===== config.mk =====
export PLATFORM = sky130hd
export DESIGN_NAME = qgbl_top
export DESIGN_NICKNAME = d
export VERILOG_FILES = /design/src/include/qgbl_pkg.sv /design/src/include/qgbl_tap_if.sv /design/src/hw/qgbl_tap.sv /design/src/hw/qgbl_top.sv
export SDC_FILE = /design/constraint.sdc
export NUM_CORES = 2
export LEC_CHECK = 0
export ABC_AREA = 1
export BUFFER_PORTS_ARGS = -buffer_cell sky130_fd_sc_hd__buf_2
export CORE_UTILIZATION = 57
export CTS_BUF_LIST = sky130_fd_sc_hd__clkbuf_4 sky130_fd_sc_hd__clkbuf_8 sky130_fd_sc_hd__clkbuf_16
export CTS_CLUSTER_SIZE = 12
export DETAILED_ROUTE_END_ITERATION = 16
export PLACE_DENSITY_LB_ADDON = 0.25
export RECOVER_POWER = 50
export SETUP_SLACK_MARGIN = 0.15
export SYNTH_ARGS = -nofsm -noshare
export SYNTH_HDL_FRONTEND = slang
export SYNTH_HIERARCHICAL = 1
export SYNTH_SLANG_ARGS = --single-unit

===== constraint.sdc =====
create_clock -name pclk -period 10.5 [get_ports pclk]
set_clock_uncertainty 0.15 [all_clocks]
set_input_delay 2.1 -clock pclk [delete_from_list [all_inputs] [get_ports pclk]]
set_output_delay 2.1 -clock pclk [all_outputs]
set_load 0.05 [all_outputs]

===== src/include/qgbl_pkg.sv =====
// Behaviour
// - manual gain writes take effect only while automatic gain is off
// - reset leaves automatic gain and other automatic functions disabled
// - four-tap mode runs four quadrant channels with independent totals
// - global gain is the common term of every quadrant's total gain
// - tap one to four gain adds to global for its quadrant
// - global and per-tap gain settings accept only zero to six hundred
// - global plus any tap gain stays within zero to six hundred
// - tap gain in dB is 0.0359 times global plus tap setting
// - one-tap mode exposes only the global gain, same limits and method
// - black level adds an offset: global term plus per-tap term
// - tap one to four black level adds to global for its quadrant
// - at eight-bit depth sixty-four black level counts move output by one
// - at twelve-bit depth four black level counts move output by one
// - global plus any tap black level stays at or below 950
// - global black level is the common term of every quadrant's total
// - out-of-range writes store the nearest limit instead
package qgbl_pkg;
    localparam int NUM_TAPS = 4;
    localparam int VAL_W    = 10;
    localparam int PIX_W    = 12;
    localparam int ADDR_W   = 8;
    localparam int DATA_W   = 32;
    localparam int SEL_W    = 3;
    localparam int MULT_W   = 12;   // gain multiplier, q8
    localparam int MANT_Q   = 8;    // fraction bits of the multiplier
    localparam int LOG2_Q   = 16;   // fraction bits of the log2 product
    localparam int LOG2_W   = 9;

    // setting limits
    localparam logic [VAL_W-1:0] GAIN_MAX = 10'h258;
    localparam logic [VAL_W-1:0] BL_MAX   = 10'h3b6;
    localparam logic [PIX_W-1:0] PIX_MAX  = 12'hfff;
    localparam logic [PIX_W-1:0] PIX8_MAX = 12'h0ff;

    // black level scaling: 4 counts per 12 bit code, then 16 codes per 8 bit code
    localparam int BL_SHIFT12   = 2;
    localparam int DEPTH_SHIFT8 = 4;
    // 0.0359 dB per step over 6.0206 dB per octave, in q16 log2 units
    localparam logic [LOG2_W-1:0] GAIN_LOG2_SCALE = 9'h187;

    // register byte offsets
    localparam logic [ADDR_W-1:0] OFF_CTRL = 8'h00;
    localparam logic [ADDR_W-1:0] OFF_GSEL = 8'h04;
    localparam logic [ADDR_W-1:0] OFF_GRAW = 8'h08;
    localparam logic [ADDR_W-1:0] OFF_BSEL = 8'h0c;
    localparam logic [ADDR_W-1:0] OFF_BRAW = 8'h10;
    localparam logic [ADDR_W-1:0] OFF_STAT = 8'h14;

    // control and status fields
    localparam int CTRL_FOUR_TAP  = 0;
    localparam int CTRL_DEPTH12   = 1;
    localparam int CTRL_GAIN_AUTO = 2;
    localparam int STAT_CLAMPED   = 0;
    localparam int STAT_REFUSED   = 1;
    localparam logic [2:0] CTRL_RST = 3'h1;

    typedef enum logic [SEL_W-1:0] {
        SEL_ALL  = 3'h0,
        SEL_TAP1 = 3'h1,
        SEL_TAP2 = 3'h2,
        SEL_TAP3 = 3'h3,
        SEL_TAP4 = 3'h4
    } qgbl_sel_t;
endpackage : qgbl_pkg


===== src/include/qgbl_tap_if.sv =====
`timescale 1ns/1ps
// per-channel settings handed from the register file to a tap channel
interface qgbl_tap_if;
    import qgbl_pkg::*;
    logic [VAL_W-1:0] gain_total;  // global plus tap gain steps
    logic [VAL_W-1:0] bl_total;    // global plus tap black level
    logic             depth12;     // 1: twelve-bit output, 0: eight-bit
    modport ctrl (output gain_total, output bl_total, output depth12);
    modport chan (input gain_total, input bl_total, input depth12);
endinterface : qgbl_tap_if


===== src/hw/qgbl_tap.sv =====
`timescale 1ns/1ps
module qgbl_tap (
    input  wire logic                     pclk,      // clock
    input  wire logic                     presetn,   // async reset, active low
    qgbl_tap_if.chan                      cfg,       // channel settings
    input  wire logic                     in_valid,  // sample strobe
    input  wire logic [qgbl_pkg::PIX_W-1:0] in_data, // raw 12 bit sample
    output logic                          out_valid, // result strobe
    output logic [qgbl_pkg::PIX_W-1:0]    out_data   // adjusted pixel
);
    import qgbl_pkg::*;
    localparam int SUM_W = PIX_W + MULT_W - MANT_Q + 1;

    logic [VAL_W+LOG2_W-1:0]  lg;
    logic [1:0]               e_int;
    logic [MANT_Q-1:0]        e_frac;
    logic [MULT_W-1:0]        mult;
    logic [PIX_W+MULT_W-1:0]  prod;
    logic [VAL_W-1:0]         off;
    logic [SUM_W-1:0]         sum;
    logic [SUM_W-1:0]         s1_sum;
    logic                     s1_valid;
    logic                     s1_d12;
    logic [PIX_W-1:0]         sat;
    logic [PIX_W:0]           ref12;

    ////////////////////////////////////////////////////////////////////////
    // gain steps to a linear q8 multiplier, piecewise-linear power of two
    assign lg     = cfg.gain_total * GAIN_LOG2_SCALE;
    assign e_int  = lg[LOG2_Q +: 2];
    assign e_frac = lg[LOG2_Q-MANT_Q +: MANT_Q];
    assign mult   = {{(MULT_W-MANT_Q-1){1'b0}}, 1'b1, e_frac} << e_int;
    assign prod   = in_data * mult;
    // black level offset in twelve-bit codes
    assign off    = cfg.bl_total >> BL_SHIFT12;
    assign sum    = SUM_W'(prod[PIX_W+MULT_W-1:MANT_Q]) + SUM_W'(off);

    // first stage: gain and offset
    always_ff @(posedge pclk or negedge presetn) begin
        if (!presetn) begin
            s1_valid <= 1'b0;
            s1_sum   <= '0;
            s1_d12   <= 1'b0;
        end else begin
            s1_valid <= in_valid;
            s1_sum   <= sum;
            s1_d12   <= cfg.depth12;
        end
    end

    // second stage: saturate, then drop four bits for eight-bit depth
    assign sat = (s1_sum > SUM_W'(PIX_MAX)) ? PIX_MAX : s1_sum[PIX_W-1:0];
    always_ff @(posedge pclk or negedge presetn) begin
        if (!presetn) begin
            out_valid <= 1'b0;
            out_data  <= '0;
        end else begin
            out_valid <= s1_valid;
            out_data  <= s1_d12 ? sat : (sat >> DEPTH_SHIFT8);
        end
    end

    ////////////////////////////////////////////////////////////////////////
    // checks: unity-gain reference result
    assign ref12 = ((PIX_W+1)'(in_data) + (PIX_W+1)'(off) > (PIX_W+1)'(PIX_MAX)) ?
                   (PIX_W+1)'(PIX_MAX) : (PIX_W+1)'(in_data) + (PIX_W+1)'(off);
endmodule : qgbl_tap


===== src/hw/qgbl_top.sv =====
`timescale 1ns/1ps
module qgbl_top (
    input  wire logic                                   pclk,         // 40 MHz clock
    input  wire logic                                   presetn,      // async reset, low
    input  wire logic [qgbl_pkg::ADDR_W-1:0]            paddr,        // apb address
    input  wire logic                                   psel,         // apb select
    input  wire logic                                   penable,      // apb access phase
    input  wire logic                                   pwrite,       // apb direction
    input  wire logic [qgbl_pkg::DATA_W-1:0]            pwdata,       // apb write data
    output logic [qgbl_pkg::DATA_W-1:0]                 prdata,       // apb read data
    output logic                                        pready,       // apb ready
    output logic                                        pslverr,      // apb error
    input  wire logic [qgbl_pkg::NUM_TAPS-1:0]          tap_valid,    // sample strobes
    input  wire logic [qgbl_pkg::NUM_TAPS-1:0][qgbl_pkg::PIX_W-1:0] tap_data, // samples
    output logic [qgbl_pkg::NUM_TAPS-1:0]               out_valid,    // result strobes
    output logic [qgbl_pkg::NUM_TAPS-1:0][qgbl_pkg::PIX_W-1:0] out_data,  // results
    output logic                                        gain_auto_en  // auto gain enable
);
    import qgbl_pkg::*;

    ////////////////////////////////////////////////////////////////////////
    // settings and decode

    logic                              four_tap;
    logic                              depth12;
    logic                              gain_auto;
    qgbl_sel_t                         gsel;
    qgbl_sel_t                         bsel;
    logic [VAL_W-1:0]                  gain_all;
    logic [VAL_W-1:0]                  bl_all;
    logic [NUM_TAPS-1:0][VAL_W-1:0]    gain_tap;
    logic [NUM_TAPS-1:0][VAL_W-1:0]    bl_tap;
    logic                              clamped;
    logic                              refused;
    logic [VAL_W-1:0]                  max_gt;
    logic [VAL_W-1:0]                  max_bt;
    logic [VAL_W-1:0]                  gain_lim;
    logic [VAL_W-1:0]                  bl_lim;
    logic [VAL_W-1:0]                  gain_val;
    logic [VAL_W-1:0]                  bl_val;
    logic [1:0]                        gidx;
    logic [1:0]                        bidx;
    logic [DATA_W-1:0]                 next_prdata;
    logic                              addr_ok;
    logic                              setup;
    logic                              wr;
    logic                              wr_ctrl;
    logic                              wr_gsel;
    logic                              wr_graw;
    logic                              wr_bsel;
    logic                              wr_braw;
    logic [NUM_TAPS-1:0]               lane_en;

    ////////////////////////////////////////////////////////////////////////
    // helpers

    // clamp a written word to zero .. hi; negative words count as below range
    function automatic logic [VAL_W-1:0] clamp_val(input logic [DATA_W-1:0] v,
                                                   input logic [VAL_W-1:0]  hi);
        if (v[DATA_W-1])
            return '0;
        else if (v > {{(DATA_W-VAL_W){1'b0}}, hi})
            return hi;
        else
            return v[VAL_W-1:0];
    endfunction : clamp_val

    // largest of the four per-tap settings
    function automatic logic [VAL_W-1:0] max4(
        input logic [NUM_TAPS-1:0][VAL_W-1:0] v);
        logic [VAL_W-1:0] m;
        m = '0;
        for (int i = 0; i < NUM_TAPS; i++) begin
            if (v[i] > m)
                m = v[i];
        end
        return m;
    endfunction : max4

    // selector word from a write, out-of-range codes land on the last tap
    function automatic qgbl_sel_t sel_val(input logic [DATA_W-1:0] v,
                                          input logic              four);
        if (!four)
            return SEL_ALL;
        else if (v > DATA_W'(SEL_TAP4))
            return SEL_TAP4;
        else
            return qgbl_sel_t'(v[SEL_W-1:0]);
    endfunction : sel_val

    // value seen through a selector
    function automatic logic [DATA_W-1:0] sel_read(
        input qgbl_sel_t                      s,
        input logic [VAL_W-1:0]               all,
        input logic [NUM_TAPS-1:0][VAL_W-1:0] tap);
        if (s == SEL_ALL)
            return DATA_W'(all);
        else
            return DATA_W'(tap[2'(s - SEL_TAP1)]);
    endfunction : sel_read

    ////////////////////////////////////////////////////////////////////////
    // apb strobes; zero wait states

    assign setup   = psel && !penable;
    assign wr      = psel && penable && pwrite;
    assign wr_ctrl = wr && (paddr == OFF_CTRL);
    assign wr_gsel = wr && (paddr == OFF_GSEL);
    assign wr_graw = wr && (paddr == OFF_GRAW);
    assign wr_bsel = wr && (paddr == OFF_BSEL);
    assign wr_braw = wr && (paddr == OFF_BRAW);
    assign pready  = 1'b1;
    assign pslverr = psel && penable && !addr_ok;
    assign gain_auto_en = gain_auto;

    // limits for the next raw write follow from the other term of each sum
    assign max_gt   = max4(gain_tap);
    assign max_bt   = max4(bl_tap);
    assign gidx     = 2'(gsel - SEL_TAP1);
    assign bidx     = 2'(bsel - SEL_TAP1);
    assign gain_lim = (gsel == SEL_ALL) ? GAIN_MAX - max_gt : GAIN_MAX - gain_all;
    assign bl_lim   = (bsel == SEL_ALL) ? BL_MAX - max_bt : BL_MAX - bl_all;
    assign gain_val = clamp_val(pwdata, gain_lim);
    assign bl_val   = clamp_val(pwdata, bl_lim);

    ////////////////////////////////////////////////////////////////////////
    // control word; automatic functions come up off
    always_ff @(posedge pclk or negedge presetn) begin
        if (!presetn) begin
            four_tap  <= CTRL_RST[CTRL_FOUR_TAP];
            depth12   <= CTRL_RST[CTRL_DEPTH12];
            gain_auto <= CTRL_RST[CTRL_GAIN_AUTO];
        end else if (wr_ctrl) begin
            four_tap  <= pwdata[CTRL_FOUR_TAP];
            depth12   <= pwdata[CTRL_DEPTH12];
            gain_auto <= pwdata[CTRL_GAIN_AUTO];
        end
    end

    // selectors; one-tap mode only reaches the global setting
    always_ff @(posedge pclk or negedge presetn) begin
        if (!presetn) begin
            gsel <= SEL_ALL;
            bsel <= SEL_ALL;
        end else if (wr_ctrl && !pwdata[CTRL_FOUR_TAP]) begin
            gsel <= SEL_ALL;
            bsel <= SEL_ALL;
        end else begin
            if (wr_gsel)
                gsel <= sel_val(pwdata, four_tap);
            if (wr_bsel)
                bsel <= sel_val(pwdata, four_tap);
        end
    end

    ////////////////////////////////////////////////////////////////////////
    // gain settings; raw writes land in the selected setting while automatic gain is off
    always_ff @(posedge pclk or negedge presetn) begin
        if (!presetn) begin
            gain_all <= '0;
            gain_tap <= '0;
        end else if (wr_graw && !gain_auto) begin
            if (gsel == SEL_ALL)
                gain_all <= gain_val;
            else if (four_tap)
                gain_tap[gidx] <= gain_val;
        end
    end

    // black level settings
    always_ff @(posedge pclk or negedge presetn) begin
        if (!presetn) begin
            bl_all <= '0;
            bl_tap <= '0;
        end else if (wr_braw) begin
            if (bsel == SEL_ALL)
                bl_all <= bl_val;
            else if (four_tap)
                bl_tap[bidx] <= bl_val;
        end
    end

    // status of the last raw write: limited, or refused under auto gain
    always_ff @(posedge pclk or negedge presetn) begin
        if (!presetn) begin
            clamped <= 1'b0;
            refused <= 1'b0;
        end else if (wr_graw) begin
            clamped <= (pwdata != DATA_W'(gain_val));
            refused <= gain_auto;
        end else if (wr_braw) begin
            clamped <= (pwdata != DATA_W'(bl_val));
            refused <= 1'b0;
        end
    end

    ////////////////////////////////////////////////////////////////////////
    // read decode
    always_comb begin
        next_prdata = '0;
        addr_ok     = 1'b1;
        if (paddr == OFF_CTRL) begin
            next_prdata[CTRL_FOUR_TAP]  = four_tap;
            next_prdata[CTRL_DEPTH12]   = depth12;
            next_prdata[CTRL_GAIN_AUTO] = gain_auto;
        end else if (paddr == OFF_GSEL) begin
            next_prdata = DATA_W'(gsel);
        end else if (paddr == OFF_GRAW) begin
            next_prdata = sel_read(gsel, gain_all, gain_tap);
        end else if (paddr == OFF_BSEL) begin
            next_prdata = DATA_W'(bsel);
        end else if (paddr == OFF_BRAW) begin
            next_prdata = sel_read(bsel, bl_all, bl_tap);
        end else if (paddr == OFF_STAT) begin
            next_prdata[STAT_CLAMPED] = clamped;
            next_prdata[STAT_REFUSED] = refused;
        end else begin
            addr_ok = 1'b0;
        end
    end

    // read data is captured in the setup cycle and held through access
    always_ff @(posedge pclk or negedge presetn) begin
        if (!presetn)
            prdata <= '0;
        else if (setup && !pwrite)
            prdata <= next_prdata;
    end

    ////////////////////////////////////////////////////////////////////////
    // tap channels; one-tap mode runs lane zero with the global terms only

    assign lane_en = four_tap ? {NUM_TAPS{1'b1}} : NUM_TAPS'(1);

    qgbl_tap_if tif [NUM_TAPS] ();

    for (genvar i = 0; i < NUM_TAPS; i++) begin : g_tap
        // per-quadrant totals: common global term plus the tap term
        assign tif[i].gain_total = four_tap ? VAL_W'(gain_all + gain_tap[i])
                                            : gain_all;
        assign tif[i].bl_total   = four_tap ? VAL_W'(bl_all + bl_tap[i])
                                            : bl_all;
        assign tif[i].depth12    = depth12;

        qgbl_tap u_tap (
            .pclk      (pclk),
            .presetn   (presetn),
            .cfg       (tif[i]),
            .in_valid  (tap_valid[i] && lane_en[i]),
            .in_data   (tap_data[i]),
            .out_valid (out_valid[i]),
            .out_data  (out_data[i])
        );

    end
endmodule : qgbl_top


# Word level (Yosys, flattened, before mapping)
# Cells that the tools add are included.
# word_totals
ff_bits	268
wordCells	193
# classes
n_addsub	18
multipliers	8
magnitude_cmp	19
n_eq_ne	7
shift	4
n_mux	67
n_bitwise	2
n_reduce_logical	33
# op_table
op	n
two-way mux 10 bit	28
multiplier 12 x 12 -> 24 bit	4
two-way mux 12 bit	8
two-way mux 32 bit	3
adder 10 bit	8
bitwise mux 40 bit	2
multiplier 10 x 9 -> 18 bit, second input constant	4
adder 16 x 8 -> 17 bit	4
greater-than comparator 17 x 12 -> 1 bit, second input constant	4
greater-than comparator 32 x 10 -> 1 bit	2
inequality test 32 x 10 -> 1 bit	2
greater-than comparator 10 bit	6
<< shifter 9 x 2 -> 12 bit	4
binary-select mux 10 bit (select 2 bit)	2
demux 10 bit (select 2 bit)	2
subtractor 10 bit, first input constant	4
greater-than comparator 32 x 3 -> 1 bit, second input constant	1
two-way mux 30 bit	1
two-way mux 29 bit	1
two-way mux 3 bit	7
greater-than comparator 10 x 1 -> 1 bit, second input constant	2
logical AND 1 bit	18
equality test 8 x 4 -> 1 bit, second input constant	2
equality test 8 x 5 -> 1 bit, second input constant	2
other kinds (14)	37

# Depth between registers and ports, before layout
# depth
word_depth	16
ltp_mapped	70
ltp_nobuf	70

# Modules after synthesis
# The synthesis kept the hierarchy.
# modules_own_cells
mod	instances	cells_each	area_per_inst_um2	seq_area_each_um2
qgbl_top	1	1944	13057.5	3029.2
qgbl_tap at g_tap[3].u_tap	1	1000	8112.8	800.8
qgbl_tap at g_tap[1].u_tap	1	996	7948.9	800.8
qgbl_tap at g_tap[0].u_tap	1	1000	7918.8	800.8
qgbl_tap at g_tap[2].u_tap	1	988	7866.3	800.8

# Worst setup path before layout
# OpenSTA, ideal clock, no wires.
# synth_timing
path_kind	register -> register
start	register gain_all[2]
end	register g_tap[3].u_tap.s1_sum[13]
arrival_time_ps	11332
t_required_ps	10228
slack_ps	-1104
stages_incl_launch_ff	60
path_buffers	2
period_less_slack_ps	11604
cell_sequence	dfrtp_1 -> ha_1 -> a21oi_1 -> and2_1 -> nor2_1 -> nor2_1 -> inv_1 -> a21oi_1 -> nor2_1 -> nor2_1 -> inv_1 -> a21oi_1 -> nor2_1 -> o31ai_1 -> fa_1 -> ha_1 -> ha_1 -> inv_1 -> (+24 left out) -> inv_1 -> ha_1 -> a21oi_1 -> inv_1 -> a31oi_1 -> nand2_2 -> xor2_1 -> ha_1 -> nand2_1 -> o21ai_0 -> a21oi_1 -> o21bai_1 -> nand2_1 -> nand2_1 -> nand3_4 -> nor2_4 -> nand2_2 -> xnor2_2
# synth_between
elab_chain_cells	6
# synth_lines
item	line_no	text
start: declaration	qgbl_top.sv:29	logic [VAL_W-1:0] gain_all;
start signal: assignment	qgbl_top.sv:164	gain_all <= gain_val;
adder 10 bit	qgbl_top.sv:239	assign tif[i].gain_total = four_tap ? VAL_W'(gain_all + gain_tap[i])
two-way mux 10 bit	qgbl_top.sv:239	
named net tif[3].gain_total[7]	qgbl_tap_if.sv:5	logic [VAL_W-1:0] gain_total;
multiplier 10 x 9 -> 18 bit	qgbl_tap.sv:29	assign lg = cfg.gain_total * GAIN_LOG2_SCALE;
<< shifter 9 x 2 -> 12 bit	qgbl_tap.sv:32	assign mult = {{(MULT_W-MANT_Q-1){1'b0}}, 1'b1, e_frac} << e_int;
multiplier 12 x 12 -> 24 bit	qgbl_tap.sv:33	assign prod = in_data * mult;
adder 16 x 8 -> 17 bit	qgbl_tap.sv:36	assign sum = SUM_W'(prod[PIX_W+MULT_W-1:MANT_Q]) + SUM_W'(off);
named net g_tap[3].u_tap.sum[13]	qgbl_tap.sv:20	logic [SUM_W-1:0] sum;
end signal: assignment	qgbl_tap.sv:46	s1_sum <= sum;
end: declaration	qgbl_tap.sv:21	logic [SUM_W-1:0] s1_sum;
# The timed path passes the listed nets, and every way through them passes these cells.
# A chain may end at the register's enable or synchronous reset.

# Worst setup path in the final report
# layout_timing
start	register gain_all[3]
end	register g_tap[2].u_tap.s1_sum[11]
# layout_between
elab_chain_cells	6
# layout_lines
item	line_no
adder 10 bit	qgbl_top.sv:239
two-way mux 10 bit	qgbl_top.sv:239
named net tif[2].gain_total[6]	qgbl_tap_if.sv:5
multiplier 10 x 9 -> 18 bit	qgbl_tap.sv:29
<< shifter 9 x 2 -> 12 bit	qgbl_tap.sv:32
multiplier 12 x 12 -> 24 bit	qgbl_tap.sv:33
adder 16 x 8 -> 17 bit	qgbl_tap.sv:36
named net g_tap[2].u_tap.sum[11]	qgbl_tap.sv:20
end signal: assignment	qgbl_tap.sv:46
end: declaration	qgbl_tap.sv:21
# The timed path passes the listed nets, and every way through them passes these cells.

==> flow_metrics.tcl <==
set metrics [dict create \
    crit_top_cell "inv_1" \
    root_buffer "clkbuf_16" \
    syn_avg_cell_area_um2 7.583 \
    cts_sinks 249 \
    cts_tree "done" \
    setup_viol 52 \
    first_pass_iters 6 \
    synth_warnings 6 \
    dr.first_iter.drc_count 3069 \
    via_per_inst 5.535 \
    slew_headroom_pct -322.0 \
    final_layout_size_suffix_gt1_share_pct 29.07 \
    synthesis.instances 5914 \
    antenna_found_initial 9 \
    grt_overflow 0 \
    cts_hold_buffers 0 \
    final.period_utilization_pct 108.1 \
    rows 102 \
    cts_max_path_buffers 3 \
    grt_first_pass_wirelength_um 212900 \
    cp.arrival_ps 11720 \
    fp.dieArea_um2 79800 \
    slew_violations 252 \
    cp-start-kind "flop" \
    violations "max-capacitance violations, max-slew violations, negative setup slack" \
    syn_to_final_growth_pct 30.50 \
    cpPeakStageDelay_ps 590 \
    finalWorstSetupSlack_ps -848.6 \
    cp.required_ps 10870 \
    dp_hpwl_um 106000 \
    ff2ff_setup_slack_ps -850 \
    r2r_cells 61 \
    total_power_mw 3.372 \
    hold_class "flop to flop" \
    utilization_pct 75.42 \
    worst_slew_pin_slew_ps 6330 \
    die_w_um 282.5 \
    final_nets 8054 \
    fill_cells 5535 \
    grt_max_degree 133 \
    place_inst 7617 \
    synth.cell_area_um2 44850 \
    track_usage_pct 33.37 \
    cpMaxStageDelayCell "fa_2" \
    seqCellArea_um2 6235 \
    ir_drop_v 0.0001388 \
    ios 184 \
    crit_type "flop to flop" \
    htree_levels 1 \
    drc 0 \
    start_util_pct 57.80 \
    first_global_vias 42653 \
    portBuffers 160 \
    core_area_um2 77590 \
    cts_made_buffers 31 \
    multi_input_area_um2 37840 \
    crit_path_max_fanout 5 \
    gp_congestion 0.9912 \
    clk_pin_slew_worst_paths_ps 60 \
    crit_path_end_kind "flop" \
    hold_viol 0 \
    rsz0062_at_grt "true" \
    wl_um 142600 \
    power.leakage_nw 31.49 \
    fin_cells 7910 \
    cellPowerDensity_nw_per_um2 57.61 \
    min_period_ps 11350 \
    clk-insertion-delay-late_ps 630 \
    whs_ps 200.1 \
    num_vias 43779 \
    fmax_ghz 0.08812 \
    maxCapViolations 2 \
    dieHeight_um 282.5 \
    wl_per_cell_um 18.02 \
    ant_nets 0 \
    outcome "complete, but fails checks" \
    min_path_cells 0 \
]
per-stage QoR:
step           setup TNS [ps]  worst slack, ps  area (um2)
3_3_place_gp           -12790           -537.0       52310
4_1_cts                -11540           -404.3       55750
2_1_floorplan          -184.3           -66.27       46180
5_1_grt               -120430            -1301       58520
6_report               -27140           -848.6       58520
3_5_place_dp           -23150           -829.4       52310
path summary, 6_finish.rpt:
check,from,to
worst max-delay path,gain_all[3]$_DFFE_PN0P_,g_tap[2].u_tap/s1_sum[11]$_DFF_PN0_
worst min-delay path,g_tap[1].u_tap/s1_valid$_DFF_PN0_,g_tap[1].u_tap/out_valid$_DFF_PN0_
worst max register to register,gain_all[3]$_DFFE_PN0P_,g_tap[2].u_tap/s1_sum[11]$_DFF_PN0_
worst min register to register,g_tap[1].u_tap/s1_valid$_DFF_PN0_,g_tap[1].u_tap/out_valid$_DFF_PN0_
max in group asynchronous,presetn,gain_tap[1]$_DFFE_PN0P_
min in group asynchronous,presetn,g_tap[0].u_tap/out_valid$_DFF_PN0_
worst max-delay path: cells and delay by family, from the launching register on:
| kind | cells | cell delay [ps] |
|---|---|---|
| adders and majority gates | 13 | 5190 |
| buffers and inverters | 17 | 1480 |
| AOI/OAI and AO/OA | 9 | 1230 |
| muxes | 1 | 70 |
| and+or+nand+nor | 18 | 2100 |
| xor gates and xnor gates | 3 | 590 |
| DFF | 1 | 430 |
flip-flops by register name (all words and copies together), names as in the netlist, 3 cells and up:
register and flops:
bsel 3, gain_tap 40, g_tap.u_tap/out_valid 4, bl_all 10, prdata 10, g_tap.u_tap/s1_valid 4, g_tap.u_tap/s1_sum 68, gain_all 10
gsel 3, bl_tap 40, g_tap.u_tap/s1_d12 4, g_tap.u_tap/out_data 48
final cells by class:
cell class              instances  share of cell area, %
clock buffers                  37                  1.424
multi-input cells            4415                  64.65
diodes                          4                0.01710
clock inverters                17                 0.4319
well taps                    1040                  2.223
inverters                    1139                  7.588
repair inverters                2                0.04276
flip-flops and latches        249                  10.65
repair buffers               1007                  12.97
report_power, final:
| group | switching [mW] | total (mW) | internal [mW] |
|---|---|---|---|
| sequential | 0.0251 | 1.04 | 1.02 |
| clock | 0.462 | 1.15 | 0.692 |
| combinational | 0.741 | 1.17 | 0.433 |
| total | 1.23 | 3.37 | 2.14 |
placed cells by master, fill, tap and decap left out, drive strengths merged, types with 8 or more instances in the layout:
cell	count
nand2	1298
inv	1121
buf	1005
ha	640
nor2	625
fa	472
o21ai	396
a21oi	295
dfrtp	248
nand3	191
xor2	104
xnor2	51
o31ai	46
o21bai	43
nand4	40
clkbuf	39
nor3	37
clkinv	29
conb	23
nor4	18
and2	18
a21o	17
nand3b	16
mux2i	16
a211oi	11
o21a	8
per-layer routing:
metal	vias to the layer above	routed length, um	global-route usage, %
li1	20434	-	-
met1	21091	56020	42.78
met2	1781	68810	57.52
met3	459	11000	5.005
met4	14	6639	10.85
met5	-	95	0
timing repair:
| action | in CTS | in global routing |
|---|---|---|
| pin swaps | 241 | 248 |
| gates resized for setup | 283 | 453 |
| gates cloned | 3 | 0 |
| buffers inserted | 137 | 95 |
| endpoints found under the setup margin | 56 | 88 |
No activity file was read; power rests on OpenSTA's default activity.
